--- config.mk ---
export PLATFORM = sky130hd
export DESIGN_NAME = mpp_port
export DESIGN_NICKNAME = d
export VERILOG_FILES = /design/src/shared/mpp_pkg.sv /design/src/core/mpp_phase_timer.sv /design/src/core/mpp_port.sv
export SDC_FILE = /design/constraint.sdc
export NUM_CORES = 1
export LEC_CHECK = 0
export BUFFER_PORTS_ARGS = -buffer_cell sky130_fd_sc_hd__clkbuf_2
export CORE_AREA = 2 2 109 111
export CTS_CLUSTER_DIAMETER = 60
export DETAILED_ROUTE_END_ITERATION = 16
export DIE_AREA = 0 0 111 113
export PLACE_DENSITY = 0.78
export SYNTH_ARGS = -nofsm -noshare
export SYNTH_HDL_FRONTEND = slang
export SYNTH_HIERARCHICAL = 1
export SYNTH_SLANG_ARGS = --single-unit
export TNS_END_PERCENT = 5
--- constraint.sdc ---
create_clock -name i_mclk -period 2.55 [get_ports i_mclk]
set_input_delay 0.1275 -clock i_mclk [delete_from_list [all_inputs] [get_ports i_mclk]]
set_output_delay 0.1275 -clock i_mclk [all_outputs]
set_load 0.05 [all_outputs]
--- src/shared/mpp_pkg.sv ---
// Package for the multiplexed parallel memory port: modes, states, timing, carriers.
// Assumes a single 40 MHz clock domain.
`default_nettype none
package mpp_pkg;
  localparam int unsigned CLK_PERIOD_NS  = 25;
  localparam int unsigned ADDR_PHASE_NS  = 50;
  localparam int unsigned DATA_PHASE_NS  = 75;
  localparam logic [3:0]  ADDR_CYC       = 4'((ADDR_PHASE_NS + CLK_PERIOD_NS - 1) / CLK_PERIOD_NS);
  localparam logic [3:0]  DATA_CYC       = 4'((DATA_PHASE_NS + CLK_PERIOD_NS - 1) / CLK_PERIOD_NS);
  localparam logic        ALE_POL_RESET  = 1'h1;
  localparam logic [15:0] UPPER_RESET    = 16'h0000;

  typedef enum logic [2:0]
  {
    ST_IDLE  = 3'b000,
    ST_UPPER = 3'b001,
    ST_ADDR  = 3'b010,
    ST_TURN  = 3'b011,
    ST_DATA  = 3'b100,
    ST_DONE  = 3'b101
  } mpp_state_t;

  typedef struct packed
  {
    logic        write;
    logic        wide;
    logic [23:0] addr;
    logic [15:0] wdata;
  } mpp_req_t;

  typedef struct packed
  {
    logic [15:0] dout;
    logic        oe_n;
    logic        ale;
    logic        rd_n;
    logic        wr_n;
  } mpp_pins_t;
endpackage : mpp_pkg
`default_nettype wire

--- src/core/mpp_phase_timer.sv ---
// Down counter timing one bus phase of the parallel memory port.
// Loaded with a cycle count; done pulses on the last cycle.
`default_nettype none
module mpp_phase_timer
  import mpp_pkg::*;
(
  input  wire logic       i_mclk,
  input  wire logic       i_rst,
  input  wire logic       i_load,
  input  wire logic [3:0] i_count,
  output logic            o_done
);
  logic [3:0] cnt_reg;

  always_ff @(posedge i_mclk or posedge i_rst)
  begin
    if (i_rst)
      cnt_reg <= 4'h0;
    else if (i_load)
      cnt_reg <= i_count;
    else if (cnt_reg != 4'h0)
      cnt_reg <= cnt_reg - 4'h1;
  end

  // Done must not look at i_load: the sequencer reloads on done, which would close a loop
  assign o_done = (cnt_reg == 4'h1);
endmodule : mpp_phase_timer
`default_nettype wire

--- src/core/mpp_port.sv ---
// Multiplexed parallel memory port: addresses and data share sixteen lines.
// Assumes requests and pins synchronous to i_mclk; the pull-ups sit on the board.
`default_nettype none
// Overview of operation
// Address and data share lines; strobe marks address
// Supports 8-bit and 16-bit data modes
// 8-bit mode: strobe when upper address changes
// Read strobe low during every read
// Write strobe low during every write
// Flag mode holds all strobes inactive
// Latch strobe on each new address
// Latch strobe active high; software may invert
// Lines undriven until an access begins
// Address phase ends before data strobes
module mpp_port
  import mpp_pkg::*;
(
  input  wire logic        i_mclk,
  input  wire logic        i_rst,
  input  wire logic        i_ale_active_low,
  input  wire logic        i_flag_mode,
  input  wire logic        i_req_valid,
  input  wire mpp_req_t    i_req,
  output logic             o_req_ready,
  output logic             o_rsp_valid,
  output logic [15:0]      o_rsp_rdata,
  input  wire logic [15:0] i_shared_addr_data_lines,
  output logic [15:0]      o_shared_addr_data_lines,
  output logic [15:0]      o_shared_addr_data_lines_oe_n,
  output logic             o_ale,
  output logic             o_rd_n,
  output logic             o_wr_n
);
  mpp_state_t  state_reg;
  mpp_req_t    req_reg;
  logic [15:0] upper_reg;
  logic        upper_valid_reg;
  logic        ale_lvl_reg;
  logic        rd_reg;
  logic        wr_reg;
  logic        oe_reg;
  logic [15:0] dout_reg;
  logic [15:0] rdata_reg;
  logic        rsp_reg;
  logic        tmr_load;
  logic [3:0]  tmr_count;
  logic        tmr_done;
  logic        need_upper;

  mpp_phase_timer u_timer
  (
    .i_mclk  (i_mclk),
    .i_rst   (i_rst),
    .i_load  (tmr_load),
    .i_count (tmr_count),
    .o_done  (tmr_done)
  );

  // 8-bit mode: upper address bits go out first and are held by the external latch
  assign need_upper = !i_req.wide && (!upper_valid_reg || (i_req.addr[23:8] != upper_reg));
  assign o_req_ready = (state_reg == ST_IDLE) && !i_flag_mode;

  always_comb
  begin
    tmr_load  = 1'b0;
    tmr_count = ADDR_CYC;
    case (state_reg)
      ST_IDLE:
      begin
        tmr_load = i_req_valid && o_req_ready;
      end
      ST_UPPER, ST_ADDR:
      begin
        tmr_load = tmr_done;
      end
      ST_TURN:
      begin
        tmr_load  = 1'b1;
        tmr_count = DATA_CYC;
      end
      default:
      begin
        tmr_load = 1'b0;
      end
    endcase
  end

  // Sequencer
  always_ff @(posedge i_mclk or posedge i_rst)
  begin
    if (i_rst)
      state_reg <= ST_IDLE;
    else
    begin
      case (state_reg)
        ST_IDLE:
          if (i_req_valid && o_req_ready)
            state_reg <= need_upper ? ST_UPPER : ST_ADDR;
        ST_UPPER:
          if (tmr_done)
            state_reg <= ST_ADDR;
        ST_ADDR:
          if (tmr_done)
            state_reg <= ST_TURN;
        ST_TURN:
          state_reg <= ST_DATA;
        ST_DATA:
          if (tmr_done)
            state_reg <= ST_DONE;
        default:
          state_reg <= ST_IDLE;
      endcase
    end
  end

  always_ff @(posedge i_mclk or posedge i_rst)
  begin
    if (i_rst)
      req_reg <= '0;
    else if (state_reg == ST_IDLE && i_req_valid && o_req_ready)
      req_reg <= i_req;
  end

  // Copy of what the external latch holds
  always_ff @(posedge i_mclk or posedge i_rst)
  begin
    if (i_rst)
    begin
      upper_reg       <= UPPER_RESET;
      upper_valid_reg <= 1'b0;
    end
    else if (state_reg == ST_UPPER && tmr_done)
    begin
      upper_reg       <= req_reg.addr[23:8];
      upper_valid_reg <= 1'b1;
    end
  end

  // Line drive: address phases, then write data or release for read
  always_ff @(posedge i_mclk or posedge i_rst)
  begin
    if (i_rst)
    begin
      oe_reg   <= 1'b0;
      dout_reg <= 16'h0000;
    end
    else
    begin
      case (state_reg)
        ST_IDLE:
          if (i_req_valid && o_req_ready)
          begin
            oe_reg   <= 1'b1;
            dout_reg <= need_upper ? i_req.addr[23:8] : (i_req.wide ? i_req.addr[15:0] : {8'h00, i_req.addr[7:0]});
          end
        ST_UPPER:
          if (tmr_done)
            dout_reg <= {8'h00, req_reg.addr[7:0]};
        ST_ADDR:
          if (tmr_done)
          begin
            oe_reg   <= req_reg.write;
            dout_reg <= req_reg.wide ? req_reg.wdata : {8'h00, req_reg.wdata[7:0]};
          end
        ST_DONE:
          oe_reg <= 1'b0;
        default:
          oe_reg <= oe_reg;
      endcase
    end
  end

  // Latch strobe high only while an address is on the lines; the one-cycle dip
  // after the upper phase gives the external latch its own capture edge
  always_ff @(posedge i_mclk or posedge i_rst)
  begin
    if (i_rst)
      ale_lvl_reg <= 1'b0;
    else if (state_reg == ST_IDLE && i_req_valid && o_req_ready)
      ale_lvl_reg <= 1'b1;
    else if (state_reg == ST_UPPER && tmr_done)
      ale_lvl_reg <= 1'b0;
    else if (state_reg == ST_ADDR && tmr_done)
      ale_lvl_reg <= 1'b0;
    else if (state_reg == ST_ADDR && !ale_lvl_reg)
      ale_lvl_reg <= 1'b1;
  end

  always_ff @(posedge i_mclk or posedge i_rst)
  begin
    if (i_rst)
    begin
      rd_reg <= 1'b0;
      wr_reg <= 1'b0;
    end
    else if (state_reg == ST_TURN)
    begin
      rd_reg <= !req_reg.write;
      wr_reg <= req_reg.write;
    end
    else if (state_reg == ST_DATA && tmr_done)
    begin
      rd_reg <= 1'b0;
      wr_reg <= 1'b0;
    end
  end

  // Read data sampled on the last data cycle, before read strobe rises
  always_ff @(posedge i_mclk or posedge i_rst)
  begin
    if (i_rst)
    begin
      rdata_reg <= 16'h0000;
      rsp_reg   <= 1'b0;
    end
    else
    begin
      rsp_reg <= state_reg == ST_DATA && tmr_done;
      if (state_reg == ST_DATA && tmr_done && !req_reg.write)
        rdata_reg <= req_reg.wide ? i_shared_addr_data_lines : {8'h00, i_shared_addr_data_lines[7:0]};
    end
  end

  assign o_rsp_valid = rsp_reg;
  assign o_rsp_rdata = rdata_reg;
  assign o_shared_addr_data_lines = dout_reg;
  assign o_shared_addr_data_lines_oe_n = {16{!oe_reg}};
  assign o_ale  = i_flag_mode ? (i_ale_active_low ? 1'b1 : 1'b0)
                              : (ale_lvl_reg ^ i_ale_active_low);
  assign o_rd_n = i_flag_mode ? 1'b1 : !rd_reg;
  assign o_wr_n = i_flag_mode ? 1'b1 : !wr_reg;
endmodule : mpp_port
`default_nettype wire

==> impl_summary.txt <==
----------------------------------------------------
[Routing]
  Routed length on met2 ... 5.38 mm
  Met1 routed wirelength after detailed routing ... 5.11 mm
  Via/cell ratio ... 5.28
  Wire length on met3 ... 528 um
  Remaining number of nets flagged by the antenna check after routing ... 0
  Initial DRC count ... 209
  First drt pass iteration count ... 4
  Aggregate routed wire length ... 11.3 mm
  DRC errors left ... 0
  Post-detailed-route wirelength per cell ... 16.4 um
  Top layer used by detailed routing ... met4
  Total number of vias ... 3,615

[Floorplanning]
  Area of the die ... 0.0125 sq mm
  I/O Pins ... 116
  Num rows ... 39
  Width of the die ... 111 um
  Core area ... 0.0113 sq mm
  Chip Height ... 113 um
  Initial cell density of the core ... 44.7%

[Setup path]
  Largest fanout on the critical path ... 11
  Sequence of cells on the critical path ... inv_1, ha_1, nor3b_1, buf_4, a221oi_1, a211o_2, nand2_1, o31ai_1
  Setup crit start kind ... flip-flop
  Worst R2R Path Depth ... 8
  Endpoint of the most critical setup path ... u_timer/cnt_reg[3]
  Critical-path top delay cell ... sky130_fd_sc_hd__a221oi_1
  Setup slack on the worst flop-to-flop path ... 290 ps
  Critical Path Start ... u_timer/cnt_reg[1]
  Largest stage delay, worst path ... 400 ps
  Reg2Reg Launch Point ... u_timer/cnt_reg[1]
  Critical path required time ... 2790 ps
  CP Buf/Inv Count ... 2
  Top cell family by delay on the critical path ... compound AO/OA/AOI/OAI gates
  End of the worst register-to-register path ... u_timer/cnt_reg[3]
  Crit end category ... flip-flop
  Cell depth of the worst setup path ... 8
  Crit path arrival time ... 2490 ps
  CP Class ... flip-flop to flip-flop

[Final layout]
  Layout Nets ... 603
  Final Non-Filler Cells ... 685
  Final design area excluding fillers ... 0.00601 sq mm
  Max reg flops ... 42
  Layout cells sized above 1 ... 39.1%
  Antenna cells ... 0
  Post-synthesis to final-layout area growth ... 19.2%

[Synthesis]
  Distinct cells, synth ... 47
  Cell type contributing the most total cell area after synthesis ... sky130_fd_sc_hd__dfrtp_1
  Ys flop type ... sky130_fd_sc_hd__dfrtp_1
  Cell count after synthesis ... 429
  Post-synthesis average cell area ... 11.7 sq um
  Register bit count reported by yosys ... 103
  Post-synth EDFFs ... 0
  Count of synthesis-stage warnings from yosys ... 6
  Top post-synthesis cells by area ... sky130_fd_sc_hd__dfrtp_1, sky130_fd_sc_hd__mux2_4, sky130_fd_sc_hd__mux2_2
  Proportion of synthesized chip area in sequential cells ... 51.1%
  Async S/R FF share, synth ... 100%
  Synth Cell Area ... 0.00504 sq mm
  Portion of synthesized cell area occupied by the leading cell type ... 51.1%

[Place]
  Cell Count Post-Placement ... 660
  Detailed placement HPWL ... 8.29 mm
  Number of port buffers ... 115
  Cell area after placement ... 0.00564 sq mm
  Routability cong. ... 0.893

[STA]
  Share of the clock period used by the worst path ... 88.5%
  Hold violation total from the final report ... 0
  Unrepaired setup endpoints after global routing ... no
  Worst slew margin ... 50.9%
  Skew final ... 8.98 ps
  Number of failing setup endpoints in the final timing report ... 0
  Final max-slew violation count ... 0
  Final critical path time including I/O delays and setup ... 2260 ps
  Peak Freq ... 443 MHz
  Setup TNS Final ... 0 ps
  Pin slew with the least headroom to its limit ... 735 ps

[Clock network]
  Post-CTS Setup Repair Bufs ... 0
  TritonCTS clock tree ... yes
  Number of clock buffers inserted by TritonCTS ... 9
  Clock sink total ... 103
  Insertion delay to the later sink of the worst-skew pair ... 340 ps
  Worst-path clk slew ... 70 ps
  Maximum root-to-sink buffer count ... 2
  Max H-tree Level ... 3
  Clock Root Buffer ... sky130_fd_sc_hd__clkbuf_16

[Power]
  Max VDD drop ... 1.23 mV
  Cell leakage power ... 2.91 nW
  Power Dens Cells ... 1370 mW/mm^2

[Global route]
  GRT overflow ... 0
  Wire length of the first global-routing pass ... 18.9 mm
  Overall routing resource usage ... 18.7%
  Number of antenna violations at the first check in global routing ... 0
  Vias in the first global route ... 3,705
  Maximum number of pins on one net before global-route repair ... 100

[Job]
  Total of max-cap violations ... 0

[Outcome]
  Result of the run ... complete, no violations

[Worst hold path]
  Hold crit path type ... primary input to flip-flop

----------------------------------------------------
[placed cells by master, fill, tap and decap left out, types with 2 or more instances in the layout]
| cell type | n |
|---|---|
| sky130_fd_sc_hd__nor2_1 | 10 |
| sky130_fd_sc_hd__clkbuf_1 | 2 |
| sky130_fd_sc_hd__nor2b_1 | 2 |
| sky130_fd_sc_hd__buf_4 | 10 |
| sky130_fd_sc_hd__nand2b_1 | 5 |
| sky130_fd_sc_hd__inv_6 | 2 |
| sky130_fd_sc_hd__buf_12 | 2 |
| sky130_fd_sc_hd__o221ai_1 | 7 |
| sky130_fd_sc_hd__dfrtp_1 | 103 |
| sky130_fd_sc_hd__o31ai_1 | 2 |
| sky130_fd_sc_hd__clkbuf_2 | 115 |
| sky130_fd_sc_hd__mux2_4 | 39 |
| sky130_fd_sc_hd__nor3b_4 | 2 |
| sky130_fd_sc_hd__a22oi_1 | 16 |
| sky130_fd_sc_hd__ha_1 | 3 |
| sky130_fd_sc_hd__xnor2_1 | 18 |
| sky130_fd_sc_hd__nor3_2 | 2 |
| sky130_fd_sc_hd__mux2_2 | 19 |
| sky130_fd_sc_hd__clkinv_4 | 2 |
| sky130_fd_sc_hd__and3_1 | 9 |
| sky130_fd_sc_hd__nor3_1 | 3 |
| sky130_fd_sc_hd__clkinvlp_4 | 2 |
| sky130_fd_sc_hd__inv_1 | 6 |
| sky130_fd_sc_hd__o21ai_0 | 40 |
| sky130_fd_sc_hd__clkbuf_16 | 9 |
| sky130_fd_sc_hd__conb_1 | 3 |
| sky130_fd_sc_hd__a21oi_1 | 15 |
| sky130_fd_sc_hd__nand4_1 | 3 |
| sky130_fd_sc_hd__dlygate4sd3_1 | 9 |
| sky130_fd_sc_hd__xor2_1 | 2 |
| sky130_fd_sc_hd__a22o_1 | 2 |
| sky130_fd_sc_hd__nand3_1 | 10 |
| sky130_fd_sc_hd__nand2_1 | 49 |
[through the flow]
step	setup WS [ps]	hold slack, ps	utilization [%]	power, mW
3_5_place_dp	166	46.1	50.1	7.00
3_3_place_gp	331	31.1	50.1	6.83
2_1_floorplan	9.40	-106	-	6.26
6_report	293	12.1	53.3	8.26
5_1_grt	61.8	7.64	53.3	8.75
4_1_cts	156	5.71	53.3	8.29
[repair_timing]
item	in CTS	in global routing
endpoints found under the hold margin	111	0
endpoints found under the setup margin	0	3
hold buffers	9	0
gates resized for setup	0	1
[logic make-up (layout without fill, tap and decap cells)]
family / count (synthesis) / in the layout / share of synthesized area, %
buf+inv: 47 / 159 / 6.06
mux: 58 / 58 / 15.9
fa+ha+maj: 3 / 3 / 0.745
flops: 103 / 103 / 51.1
xor+xnor: 20 / 20 / 3.48
compound gates: 93 / 93 / 11.6
simple gates: 103 / 103 / 10.9
other cells: 2 / 3 / 0.149
[worst min-delay path by stage]
stage | startpoint | endpoint | slack [ps] | cells after the start
6_report | i_shared_addr_data_lines[14] | o_rsp_rdata[14] | 10 | 3
5_1_grt | i_shared_addr_data_lines[9] | o_rsp_rdata[9] | 8 | 3
4_1_cts | i_shared_addr_data_lines[14] | o_rsp_rdata[14] | 6 | 3
3_5_place_dp | i_rst | u_timer/cnt_reg[0] | 50 | 2
3_3_place_gp | i_rst | u_timer/cnt_reg[3] | 30 | 2
2_1_floorplan | i_rst | u_timer/cnt_reg[0] | -110 | 1
[cell usage after synthesis, drive strengths merged (7+ instances only)]
master / number
a21oi: 15
o21ai: 41
nand3: 10
xnor2: 18
nor2: 10
dfrtp: 103
inv: 7
buf: 27
clkbuf: 13
mux2: 58
and3: 9
a22oi: 16
nand2: 50
o221ai: 8
[power breakdown]
group / switching (mW) / internal (mW)
Sequential: 0.560 / 2.41
Clock: 0.605 / 0.674
Combinational: 2.54 / 1.47
Total: 3.71 / 4.55
[final cells by class]
type,instances,area [sq um]
clock buffer,11,233
inverter,7,30.0
multi-input combinational,280,2170
tap,143,179
sequential,103,2580
clock inverter,5,42.5
fill,982,5260
timing repair buffer,136,781
[per-layer routing]
metal | global-route usage [%] | vias to the layer above
li1 | - | 1705
met1 | 25.9 | 1771
met2 | 30.1 | 117
met3 | 3.27 | 22
met4 | 6.67 | 0
met5 | 0 | -
[worst min-delay path, cell delays in order]
cell and delay (ps):
sky130_fd_sc_hd__clkbuf_2 70, sky130_fd_sc_hd__nand3_1 60, sky130_fd_sc_hd__nand2_1 60
Power figures use the tool's default switching activity.
